--- config.mk ---
export PLATFORM = sky130hd
export DESIGN_NAME = reset_and_wakeup_control
export DESIGN_NICKNAME = d
export VERILOG_FILES = /design/src/verilog/rwc_pkg.sv /design/src/verilog/seq_if.sv /design/src/verilog/reset_and_wakeup_control.sv /design/src/verilog/stab_timer.sv /design/src/verilog/supply_filter.sv
export SDC_FILE = /design/constraint.sdc
export NUM_CORES = 1
export LEC_CHECK = 0
export BUFFER_PORTS_ARGS = -buffer_cell sky130_fd_sc_hd__buf_4
export CAP_MARGIN = 20
export CORE_MARGIN = 1.5
export CORE_UTILIZATION = 40
export DETAILED_ROUTE_END_ITERATION = 8
export PLACE_DENSITY = 0.7
export SYNTH_ARGS = -nofsm -noshare
export SYNTH_HDL_FRONTEND = slang
export SYNTH_SLANG_ARGS = --single-unit
--- constraint.sdc ---
create_clock -name ref_clk -period 3.01 [get_ports ref_clk]
set_input_delay 0.4515 -clock ref_clk [delete_from_list [all_inputs] [get_ports ref_clk]]
set_output_delay 0.4515 -clock ref_clk [all_outputs]
set_load 0.005 [all_outputs]
--- src/verilog/rwc_pkg.sv ---
// Purpose : Shared constants and types for the reset and wake-up sequencer
// Assumes : 100 MHz system clock, times converted to whole clock cycles
// Notes   : Reset values of core state live here, named once
package rwc_pkg;

  // ---------------------------------------------------------------
  // Timing
  // ---------------------------------------------------------------
  localparam int unsigned CLK_MHZ            = 100;
  localparam int unsigned SUPPLY_FILTER_US   = 1000;  // Low supply must last 1 ms
  localparam int unsigned SUPPLY_FILTER_CYC  = SUPPLY_FILTER_US * CLK_MHZ;
  localparam int unsigned STAB_MIN_PERIODS   = 246;
  localparam int unsigned STAB_MAX_PERIODS   = 694;
  localparam int unsigned STAB_CYC           = (STAB_MIN_PERIODS + STAB_MAX_PERIODS) / 2;

  // ---------------------------------------------------------------
  // Reset values
  // ---------------------------------------------------------------
  localparam logic [10:0] PC_RST      = 11'h000;
  localparam logic        SP_RST      = 1'b0;
  localparam logic        FLAG_RST    = 1'b0;
  localparam logic        CARRY_RST   = 1'b0;
  localparam logic [9:0]  TIMER_RST   = 10'h000;
  localparam logic [7:0]  PORT_LOW_RST = 8'hFF;
  localparam logic [3:0]  PORT_HIGH_UP_RST = 4'h0;
  localparam logic [7:0]  CTRL1_RST   = 8'h03;
  localparam logic [7:0]  CTRL2_RST   = 8'h26;
  localparam logic [3:0]  WORD0_RST   = 4'h0;

  // ---------------------------------------------------------------
  // Field positions and standby operands
  // ---------------------------------------------------------------
  localparam int unsigned CTRL2_S0_IN_BIT  = 0;
  localparam int unsigned CTRL2_S1_IN_BIT  = 2;
  localparam int unsigned CTRL2_S2_WAKE_BIT = 3;
  localparam int unsigned OP_SENSE_BIT     = 3;
  localparam logic [2:0]  OP_STOP_ALL_A    = 3'h0;
  localparam logic [2:0]  OP_STOP_ALL_B    = 3'h3;
  localparam logic [2:0]  OP_STOP_KIO0     = 3'h6;
  localparam logic [2:0]  OP_HALT_TIMER    = 3'h5;

  typedef enum logic [2:0] {
    ST_RUN, ST_RESET_HOLD, ST_STAB, ST_STOP, ST_WAKE_WAIT, ST_HALT
  } seq_state_e;

endpackage : rwc_pkg

--- src/verilog/seq_if.sv ---
// Purpose : Carries filter and stabilisation handshakes inside the sequencer
// Assumes : One clock domain
// Notes   : Control side drives requests, leaf modules answer
`timescale 1ns/1ns
`default_nettype none
interface seq_if;
  logic supply_low;
  logic supply_reset;
  logic stab_start;
  logic stab_busy;
  logic stab_done;

  modport ctl  (output supply_low, stab_start, input supply_reset, stab_busy, stab_done);
  modport filt (input supply_low, output supply_reset);
  modport stab (input stab_start, output stab_busy, stab_done);
endinterface : seq_if
`default_nettype wire

--- src/verilog/reset_and_wakeup_control.sv ---
// Purpose : Reset source gathering, reset values and STOP wake sequencing
// Assumes : CPU event strobes are one-cycle pulses on ref_clk
// Notes   : Instruction resets pulse once, supply reset holds
// Function
// - STOP wake goes through a wait state
// - Wake gone after wait: back to STOP
// - Supply monitor low asserts system reset
// - Illegal or unqualified standby operand resets
// - Rotate check with zero accumulator resets
// - Stack pointer overflow or underflow resets
// - Reset clears counter, pointer, flags, timer
// - Reset loads port low, control registers
// - Port high low bits fixed, one pin
// - Supply reset held while supply low
// - Supply low must last one millisecond
// - Stabilisation wait before operating mode
// - Oscillator stopped in reset hold and STOP
// - Wake sets flag, continues after standby
`timescale 1ns/1ns
`default_nettype none
module reset_and_wakeup_control
  import rwc_pkg::*;
#(
  parameter int unsigned FILTER_CYC = SUPPLY_FILTER_CYC
) (
  // Clock and reset
  input  wire logic        ref_clk,
  input  wire logic        rstn,
  // Supply comparator
  input  wire logic        supply_low,
  // Pins
  input  wire logic [3:0]  key_inputs,
  input  wire logic [2:0]  sense_inputs,
  input  wire logic        kio_all_high,
  input  wire logic        kio0_high,
  // CPU events
  input  wire logic        standby_exec,
  input  wire logic [3:0]  standby_operand,
  input  wire logic        rotate_left_zero_check,
  input  wire logic [3:0]  accumulator,
  input  wire logic        stack_push,
  input  wire logic        stack_pop,
  input  wire logic        timer_tick,
  // CPU writes
  input  wire logic        pc_we,
  input  wire logic [10:0] pc_wdata,
  input  wire logic        carry_we,
  input  wire logic        carry_wdata,
  input  wire logic        flag_we,
  input  wire logic        flag_wdata,
  input  wire logic        timer_we,
  input  wire logic [9:0]  timer_wdata,
  input  wire logic        port_low_we,
  input  wire logic        port_high_we,
  input  wire logic        ctrl1_we,
  input  wire logic        ctrl2_we,
  input  wire logic [7:0]  reg_wdata,
  input  wire logic        mem_we,
  input  wire logic [3:0]  mem_addr,
  input  wire logic [3:0]  mem_wdata,
  // Status and state
  output logic             cpu_run,
  output logic             osc_enable,
  output logic             sys_reset,
  output logic             data_retained,
  output logic [10:0]      program_counter,
  output logic             stack_pointer,
  output logic             status_flag,
  output logic             carry_flag,
  output logic [9:0]       timer_value,
  output logic [7:0]       port_low_register,
  output logic [7:0]       port_high_register,
  output logic [7:0]       first_control_register,
  output logic [7:0]       second_control_register,
  output logic [3:0]       mem_rdata
);

  typedef struct packed {
    seq_state_e       st;
    logic [10:0]      pc;
    logic             sp;
    logic             flag;
    logic             cy;
    logic [9:0]       tmr;
    logic [7:0]       p_low;
    logic [3:0]       p_high_up;
    logic             pin_bit;
    logic [7:0]       c1;
    logic [7:0]       c2;
    logic             retained;
    logic             rst;
    logic [15:0][3:0] mem;
  } core_s;

  core_s st_reg;
  core_s st_next;
  seq_if sif ();

  // ---------------------------------------------------------------
  // Leaf helpers
  // ---------------------------------------------------------------
  supply_filter #(.FILTER_CYC(FILTER_CYC)) u_filt (
    .ref_clk (ref_clk),
    .rstn    (rstn),
    .sif     (sif.filt)
  );

  stab_timer u_stab (
    .ref_clk (ref_clk),
    .rstn    (rstn),
    .sif     (sif.stab)
  );

  // ---------------------------------------------------------------
  // Decoding helpers
  // ---------------------------------------------------------------
  // Reset value of the core registers; memory word 0 is cleared here, other words keep their value
  function automatic core_s apply_reset(input core_s s);
    core_s r;
    r           = s;
    r.pc        = PC_RST;
    r.sp        = SP_RST;
    r.flag      = FLAG_RST;
    r.cy        = CARRY_RST;
    r.tmr       = TIMER_RST;
    r.p_low     = PORT_LOW_RST;
    r.p_high_up = PORT_HIGH_UP_RST;
    r.c1        = CTRL1_RST;
    r.c2        = CTRL2_RST;
    r.mem[0]    = WORD0_RST;
    return r;
  endfunction : apply_reset

  // Wake condition of a STOP operand: keys plus enabled sense pins
  function automatic logic wake_cond(input logic [3:0] op, input logic [7:0] c2,
                                     input logic [3:0] keys, input logic [2:0] sns);
    logic sense_any;
    sense_any = (sns[0] & c2[CTRL2_S0_IN_BIT]) | (sns[1] & c2[CTRL2_S1_IN_BIT]) |
                (sns[2] & c2[CTRL2_S2_WAKE_BIT]);
    return (|keys) | (op[OP_SENSE_BIT] & sense_any);
  endfunction : wake_cond

  logic [3:0] op_hold_reg;
  logic [3:0] op_hold_next;
  logic       op_is_halt;
  logic       op_is_stop;
  logic       op_pre_ok;
  logic       wake_now;
  logic       halt_release;
  logic       instr_reset;

  // Operand legality and precondition of the standby request
  always_comb begin
    op_is_halt = (standby_operand[2:0] == OP_HALT_TIMER);
    op_is_stop = (standby_operand[2:0] == OP_STOP_ALL_A) ||
                 (standby_operand[2:0] == OP_STOP_ALL_B) ||
                 (standby_operand[2:0] == OP_STOP_KIO0);
    op_pre_ok  = op_is_halt ||
                 ((standby_operand[2:0] == OP_STOP_KIO0) ? kio0_high : kio_all_high);
    if (op_is_halt) begin
      halt_release = (st_reg.tmr == TIMER_RST);
    end else begin
      halt_release = wake_cond(standby_operand, st_reg.c2, key_inputs, sense_inputs);
    end
    wake_now = wake_cond(op_hold_reg, st_reg.c2, key_inputs, sense_inputs);
  end

  // Instruction-caused resets, only while executing
  assign instr_reset = (st_reg.st == ST_RUN) && (
      (standby_exec && (!(op_is_halt || op_is_stop) || !op_pre_ok)) ||
      (rotate_left_zero_check && (accumulator == 4'h0)) ||
      (stack_push && st_reg.sp) || (stack_pop && !st_reg.sp));

  // ---------------------------------------------------------------
  // Sequencer
  // ---------------------------------------------------------------
  // Supply reset wins over every other state; it alone may set data_retained
  always_comb begin
    st_next        = st_reg;
    op_hold_next   = op_hold_reg;
    sif.supply_low = supply_low;
    sif.stab_start = 1'b0;
    st_next.rst    = 1'b0;
    st_next.pin_bit = (|key_inputs) | sense_inputs[2];
    if (sif.supply_reset) begin
      if (st_reg.st != ST_RESET_HOLD) begin
        st_next.retained = (st_reg.st == ST_STOP) || (st_reg.st == ST_HALT) ||
                           (st_reg.st == ST_WAKE_WAIT);
      end
      st_next     = apply_reset(st_next);
      st_next.st  = ST_RESET_HOLD;
      st_next.rst = 1'b1;
    end else if (instr_reset) begin
      st_next          = apply_reset(st_next);
      st_next.retained = 1'b0;
      st_next.rst      = 1'b1;
      st_next.st       = ST_STAB;
      sif.stab_start   = 1'b1;
    end else begin
      unique case (st_reg.st)
        ST_RESET_HOLD: begin
          st_next.st     = ST_STAB;
          sif.stab_start = 1'b1;
        end
        ST_STAB: begin
          if (sif.stab_done) begin
            st_next.st = ST_RUN;
          end
        end
        ST_RUN: begin
          if (pc_we) st_next.pc = pc_wdata;
          if (carry_we) st_next.cy = carry_wdata;
          if (flag_we) st_next.flag = flag_wdata;
          if (timer_we) begin
            st_next.tmr = timer_wdata;
          end else if (timer_tick && st_reg.tmr != TIMER_RST) begin
            st_next.tmr = st_reg.tmr - 10'h001;
          end
          if (port_low_we) st_next.p_low = reg_wdata;
          if (port_high_we) st_next.p_high_up = reg_wdata[7:4];
          if (ctrl1_we) st_next.c1 = reg_wdata;
          if (ctrl2_we) st_next.c2 = reg_wdata;
          if (mem_we) st_next.mem[mem_addr] = mem_wdata;
          if (stack_push) st_next.sp = 1'b1;
          if (stack_pop) st_next.sp = 1'b0;
          if (standby_exec) begin
            // Set flag or met condition: standby is skipped
            if (st_reg.flag || halt_release) begin
              st_next.flag = halt_release;
            end else if (op_is_halt) begin
              st_next.st = ST_HALT;
            end else begin
              st_next.st  = ST_STOP;
              st_next.tmr = TIMER_RST;
            end
            op_hold_next = standby_operand;
          end
        end
        ST_STOP: begin
          if (wake_now) begin
            st_next.st     = ST_WAKE_WAIT;
            sif.stab_start = 1'b1;
          end
        end
        ST_WAKE_WAIT: begin
          if (sif.stab_done) begin
            if (wake_now) begin
              st_next.st   = ST_RUN;
              st_next.flag = 1'b1;
            end else begin
              st_next.st = ST_STOP;
            end
          end
        end
        ST_HALT: begin
          if (timer_tick && st_reg.tmr != TIMER_RST) begin
            st_next.tmr = st_reg.tmr - 10'h001;
          end
          if (st_reg.tmr == TIMER_RST) begin
            st_next.st   = ST_RUN;
            st_next.flag = 1'b1;
          end
        end
      endcase
    end
  end

  always_ff @(posedge ref_clk or negedge rstn) begin
    if (!rstn) begin
      st_reg           <= '0;
      st_reg.st        <= ST_RESET_HOLD;
      st_reg.rst       <= 1'b1;
      st_reg.p_low     <= PORT_LOW_RST;
      st_reg.c1        <= CTRL1_RST;
      st_reg.c2        <= CTRL2_RST;
      op_hold_reg      <= 4'h0;
    end else begin
      st_reg      <= st_next;
      op_hold_reg <= op_hold_next;
    end
  end

  // ---------------------------------------------------------------
  // Outputs
  // ---------------------------------------------------------------
  // Oscillator is off during reset hold and STOP
  assign osc_enable = !(st_reg.st == ST_RESET_HOLD || st_reg.st == ST_STOP);
  assign cpu_run                 = (st_reg.st == ST_RUN);
  assign sys_reset               = st_reg.rst;
  assign data_retained           = st_reg.retained;
  assign program_counter         = st_reg.pc;
  assign stack_pointer           = st_reg.sp;
  assign status_flag             = st_reg.flag;
  assign carry_flag              = st_reg.cy;
  assign timer_value             = st_reg.tmr;
  assign port_low_register       = st_reg.p_low;
  assign port_high_register      = {st_reg.p_high_up, 2'b11, st_reg.pin_bit, 1'b1};
  assign first_control_register  = st_reg.c1;
  assign second_control_register = st_reg.c2;
  assign mem_rdata               = st_reg.mem[mem_addr];
endmodule : reset_and_wakeup_control
`default_nettype wire

--- src/verilog/stab_timer.sv ---
// Purpose : Oscillation stabilisation wait counter
// Assumes : Start is a one-cycle pulse while idle
// Notes   : Fixed terminal count in system clock cycles
`timescale 1ns/1ns
`default_nettype none
module stab_timer
  import rwc_pkg::*;
(
  // Clock and reset
  input wire logic ref_clk,
  input wire logic rstn,
  // Control side
  seq_if.stab      sif
);

  typedef struct packed {
    logic [9:0] cnt;
    logic       busy;
    logic       done;
  } stab_s;

  stab_s st_reg;
  stab_s st_next;

  // ---------------------------------------------------------------
  // Wait counter
  // ---------------------------------------------------------------
  always_comb begin
    st_next      = st_reg;
    st_next.done = 1'b0;
    if (sif.stab_start && !st_reg.busy) begin
      st_next.busy = 1'b1;
      st_next.cnt  = '0;
    end else if (st_reg.busy) begin
      if (st_reg.cnt == 10'(STAB_CYC - 1)) begin
        st_next.busy = 1'b0;
        st_next.done = 1'b1;
      end else begin
        st_next.cnt = st_reg.cnt + 10'h001;
      end
    end
  end

  always_ff @(posedge ref_clk or negedge rstn) begin
    if (!rstn) begin
      st_reg <= '0;
    end else begin
      st_reg <= st_next;
    end
  end

  assign sif.stab_busy = st_reg.busy;
  assign sif.stab_done = st_reg.done;

endmodule : stab_timer
`default_nettype wire

--- src/verilog/supply_filter.sv ---
// Purpose : Qualifies the supply comparator into a level reset
// Assumes : supply_low is synchronous to ref_clk
// Notes   : Assert after a long low, release at once when supply recovers
`timescale 1ns/1ns
`default_nettype none
module supply_filter
  import rwc_pkg::*;
#(
  parameter int unsigned FILTER_CYC = SUPPLY_FILTER_CYC
) (
  // Clock and reset
  input wire logic ref_clk,
  input wire logic rstn,
  // Control side
  seq_if.filt      sif
);

  typedef struct packed {
    logic [16:0] cnt;
    logic        rst;
  } filt_s;

  filt_s st_reg;
  filt_s st_next;

  // ---------------------------------------------------------------
  // Low-time counter
  // ---------------------------------------------------------------
  // Short dips are ignored: they never reach the terminal count
  always_comb begin
    st_next = st_reg;
    if (!sif.supply_low) begin
      st_next.cnt = '0;
      st_next.rst = 1'b0;
    end else if (st_reg.cnt >= 17'(FILTER_CYC - 1)) begin
      st_next.rst = 1'b1;
    end else begin
      st_next.cnt = st_reg.cnt + 17'h00001;
    end
  end

  always_ff @(posedge ref_clk or negedge rstn) begin
    if (!rstn) begin
      st_reg <= '0;
    end else begin
      st_reg <= st_next;
    end
  end

  assign sif.supply_reset = st_reg.rst;

endmodule : supply_filter
`default_nettype wire
==> run metrics <==
outcome completed; post-synthesis async set-or-reset flop share 100%; sequential cell area fraction in the yosys report between 40% and 50%; Top FF cell, synth dfrtp_1; RR Startpoint stack_pointer; met1 GRT Util 25.4%; fin crit share 86.9%; largest net degree at the start of global routing 57; number of flip-flops in the largest register 67; worst slew pin tran around 0.62 ns; Post-Synth Adder-Cell Area 0.732%; Synth Cell Area 0.00855 mm^2; DRC viols 0; kind of critical path reg2reg; GRT met3 Usage under 10%; GRT Residual Overflow 0; vias 6587; htree depth 4; synth unique cells 76; Lkg Pwr 4.51 nW; Max Slew Vio Count 0; post_cts resized 0; YS warnings 0; Worst R2R Path Depth 6; Peak VDD IR 0.486 mV; Worst Hold Launch stack_pop; number of flops mapped to enable cells by yosys 0; grt peak-use layer met2; proportion of netlist area held by the largest area contributor between 40% and 50%; FP Rows 53; setup violators final 0; routed wire length per instance 17.1 um; largest family of logic cells by synthesized area simple AND/OR/NAND/NOR gates; CTS sink cnt 153; Seq cells post-synth 153; Detailed Place HPWL about 14000 um; clk_skew 0.00761 ns; Reg2Reg Setup Slack 0.39 ns; die area ~0.022 mm^2; commonest non-fill, non-tap cells in the layout buf_4 (139), dfrtp_1 (137), nand2_1 (69), nor2_1 (54), o21ai_0 (46); synth top area cells dfrtp_1 (40%), mux2_1 (5.5%), mux4_2 (5.3%), buf_4 (4.7%), dfstp_2 (4.6%); most common cell after layout, fill and taps aside buf_4; RePlAce Congestion 0.804; first-pass GRT wire length 32700 um; share of post-route cells with drive strength above 1 28.1%; Worst-path clk slew 0.06 ns; Placeable Area 0.0210 mm^2; Die Y 149 um; DRT Pass-1 Iters 5; FF-to-FF End st_reg[6]; vias in the first global route 6268; Clock Tree Root clkbuf_16; CP Data Required Time 3.31 ns; crit path DAT 2.92 ns; number of vias per cell between 5 and 6; Slew headroom 58.6%; Iter 0 DRT Violations 431; GRT Total Usage 18.7%; Hold Crit Depth 2; CTS Buf Count 17; largest area contributor in the netlist dfrtp_1; Syn-to-layout area delta 17.2%; CTS Hold Buffers Added 1; CTS Buffer Depth 2; post-synthesis average cell area 10.2 um^2; Max Freq 382 MHz; unrepaired setup endpoints after global routing no; Starting Density between 40% and 50%; number of fill cells in the layout 1923; crit start category flip-flop; diodes inserted 0; hold endpoint stack_pointer; crit path max fanout 16; final net count 983; initial antenna violation count 0; Boundary Pins 137; Die X roughly 150 um; crit path time final between 2 and 3 ns; Fin. Hold Viols 0; Synth Instances 840; Post-Route WL 20400 um; Sum Neg Setup Slack 0 ns; postcts setup bufs 0; post-synthesis xor/xnor area fraction 0.615%; Pwr Total 0.00763 W; simple-gate share of the synthesized area 17.1%; CTS tree done; compound-cell area share of the yosys netlist between 10% and 20%; total of max-cap violations 0; # port buffers 133; Worst-Skew Late Latency 0.43 ns; worst min path class in2reg; Setup crit end kind flip-flop; met2 usage 29.4%; mux contribution to synthesized area 14.6%; ANT nets after route 0; total power per unit cell area around 760 mW/mm^2
## worst max-delay path by stage
stage                  start           end  slack (ns)  depth (start not counted)
2_1_floorplan    mem_addr[0]  mem_rdata[0]        0.60                          3
3_3_place_gp      stack_push     st_reg[4]        0.37                          7
3_5_place_dp      stack_push     st_reg[6]        0.24                          7
4_1_cts        stack_pointer     st_reg[6]        0.36                          6
5_1_grt        stack_pointer    st_reg[14]        0.28                          6
6_report       stack_pointer     st_reg[6]        0.39                          6
## metrics by stage
| stage | instances | util [%] | hold slack (ns) | setup WS (ns) | area (um^2) |
|---|---|---|---|---|---|
| after floorplan | 842 | - | 0.156 | 0.604 | 8560 |
| after global placement | 1160 | 44.7 | 0.436 | 0.366 | 9400 |
| after detailed placement | 1160 | 44.7 | 0.435 | 0.244 | 9400 |
| after CTS | 1193 | 47.7 | 0.184 | 0.362 | 10000 |
| after global routing | 1193 | 47.7 | 0.202 | 0.276 | 10000 |
| final | 1193 | 47.7 | 0.208 | 0.393 | 10000 |
## layer usage
| metal | routed length, um | vias up |
|---|---|---|
| met3 | 1280 | 19 |
| met2 | 9530 | 208 |
| met5 | 0 | - |
| met1 | 9220 | 3260 |
| met4 | 331 | 0 |
| li1 | - | 3100 |
## final cells by class
| cell class | instances | area [um^2] | share of cell area [%] |
|---|---|---|---|
| clock buffer | 19 | 443 | 4.42 |
| timing repair buffer | 142 | 1080 | 10.8 |
| multi-input combinational | 550 | 3980 | 39.7 |
| sequential | 153 | 3850 | 38.4 |
| inverter | 41 | 154 | 1.54 |
| tap | 275 | 344 | 3.43 |
| clock inverter | 13 | 171 | 1.71 |
## synth_stat cells, types with 11 or more instances
master    number
a21oi_1       25
a22oi_1       30
mux2_1        42
mux2_2        19
nand2b_1      12
o22ai_1       18
nor3_1        12
mux4_2        20
inv_1         40
o21ai_0       46
mux2i_1       11
clkbuf_1      38
nor3_2        11
nor2_1        54
nand2_1       69
buf_4         53
dfstp_2       15
dfrtp_1      138
nand3_1       31
## logic make-up (layout without fill, tap and decap cells)
kind of cell,after synthesis,in the layout
AO/OA/AOI/OAI,176,176
adder cells (fa/ha/maj),5,5
flip-flops,153,153
multiplexers,92,92
AND/OR/NAND/NOR,268,268
buffers and inverters,139,215
XOR/XNOR,6,6
other,1,3
## worst max-delay path: stages (launching register included)
cell	delay (ns)
dfrtp_1	0.38
mux2i_1	0.38
o21ai_2	0.16
a31oi_4	0.39
nand2_4	0.27
nor4_2	0.51
mux2_2	0.40
## power breakdown
group	internal [W]	switching (W)
Combinational	0.00115	0.00126
Clock	0.00133	0.000869
Sequential	0.00256	0.000459
Total	0.00504	0.00259
Note: power is estimated with default switching activity, not from simulation.
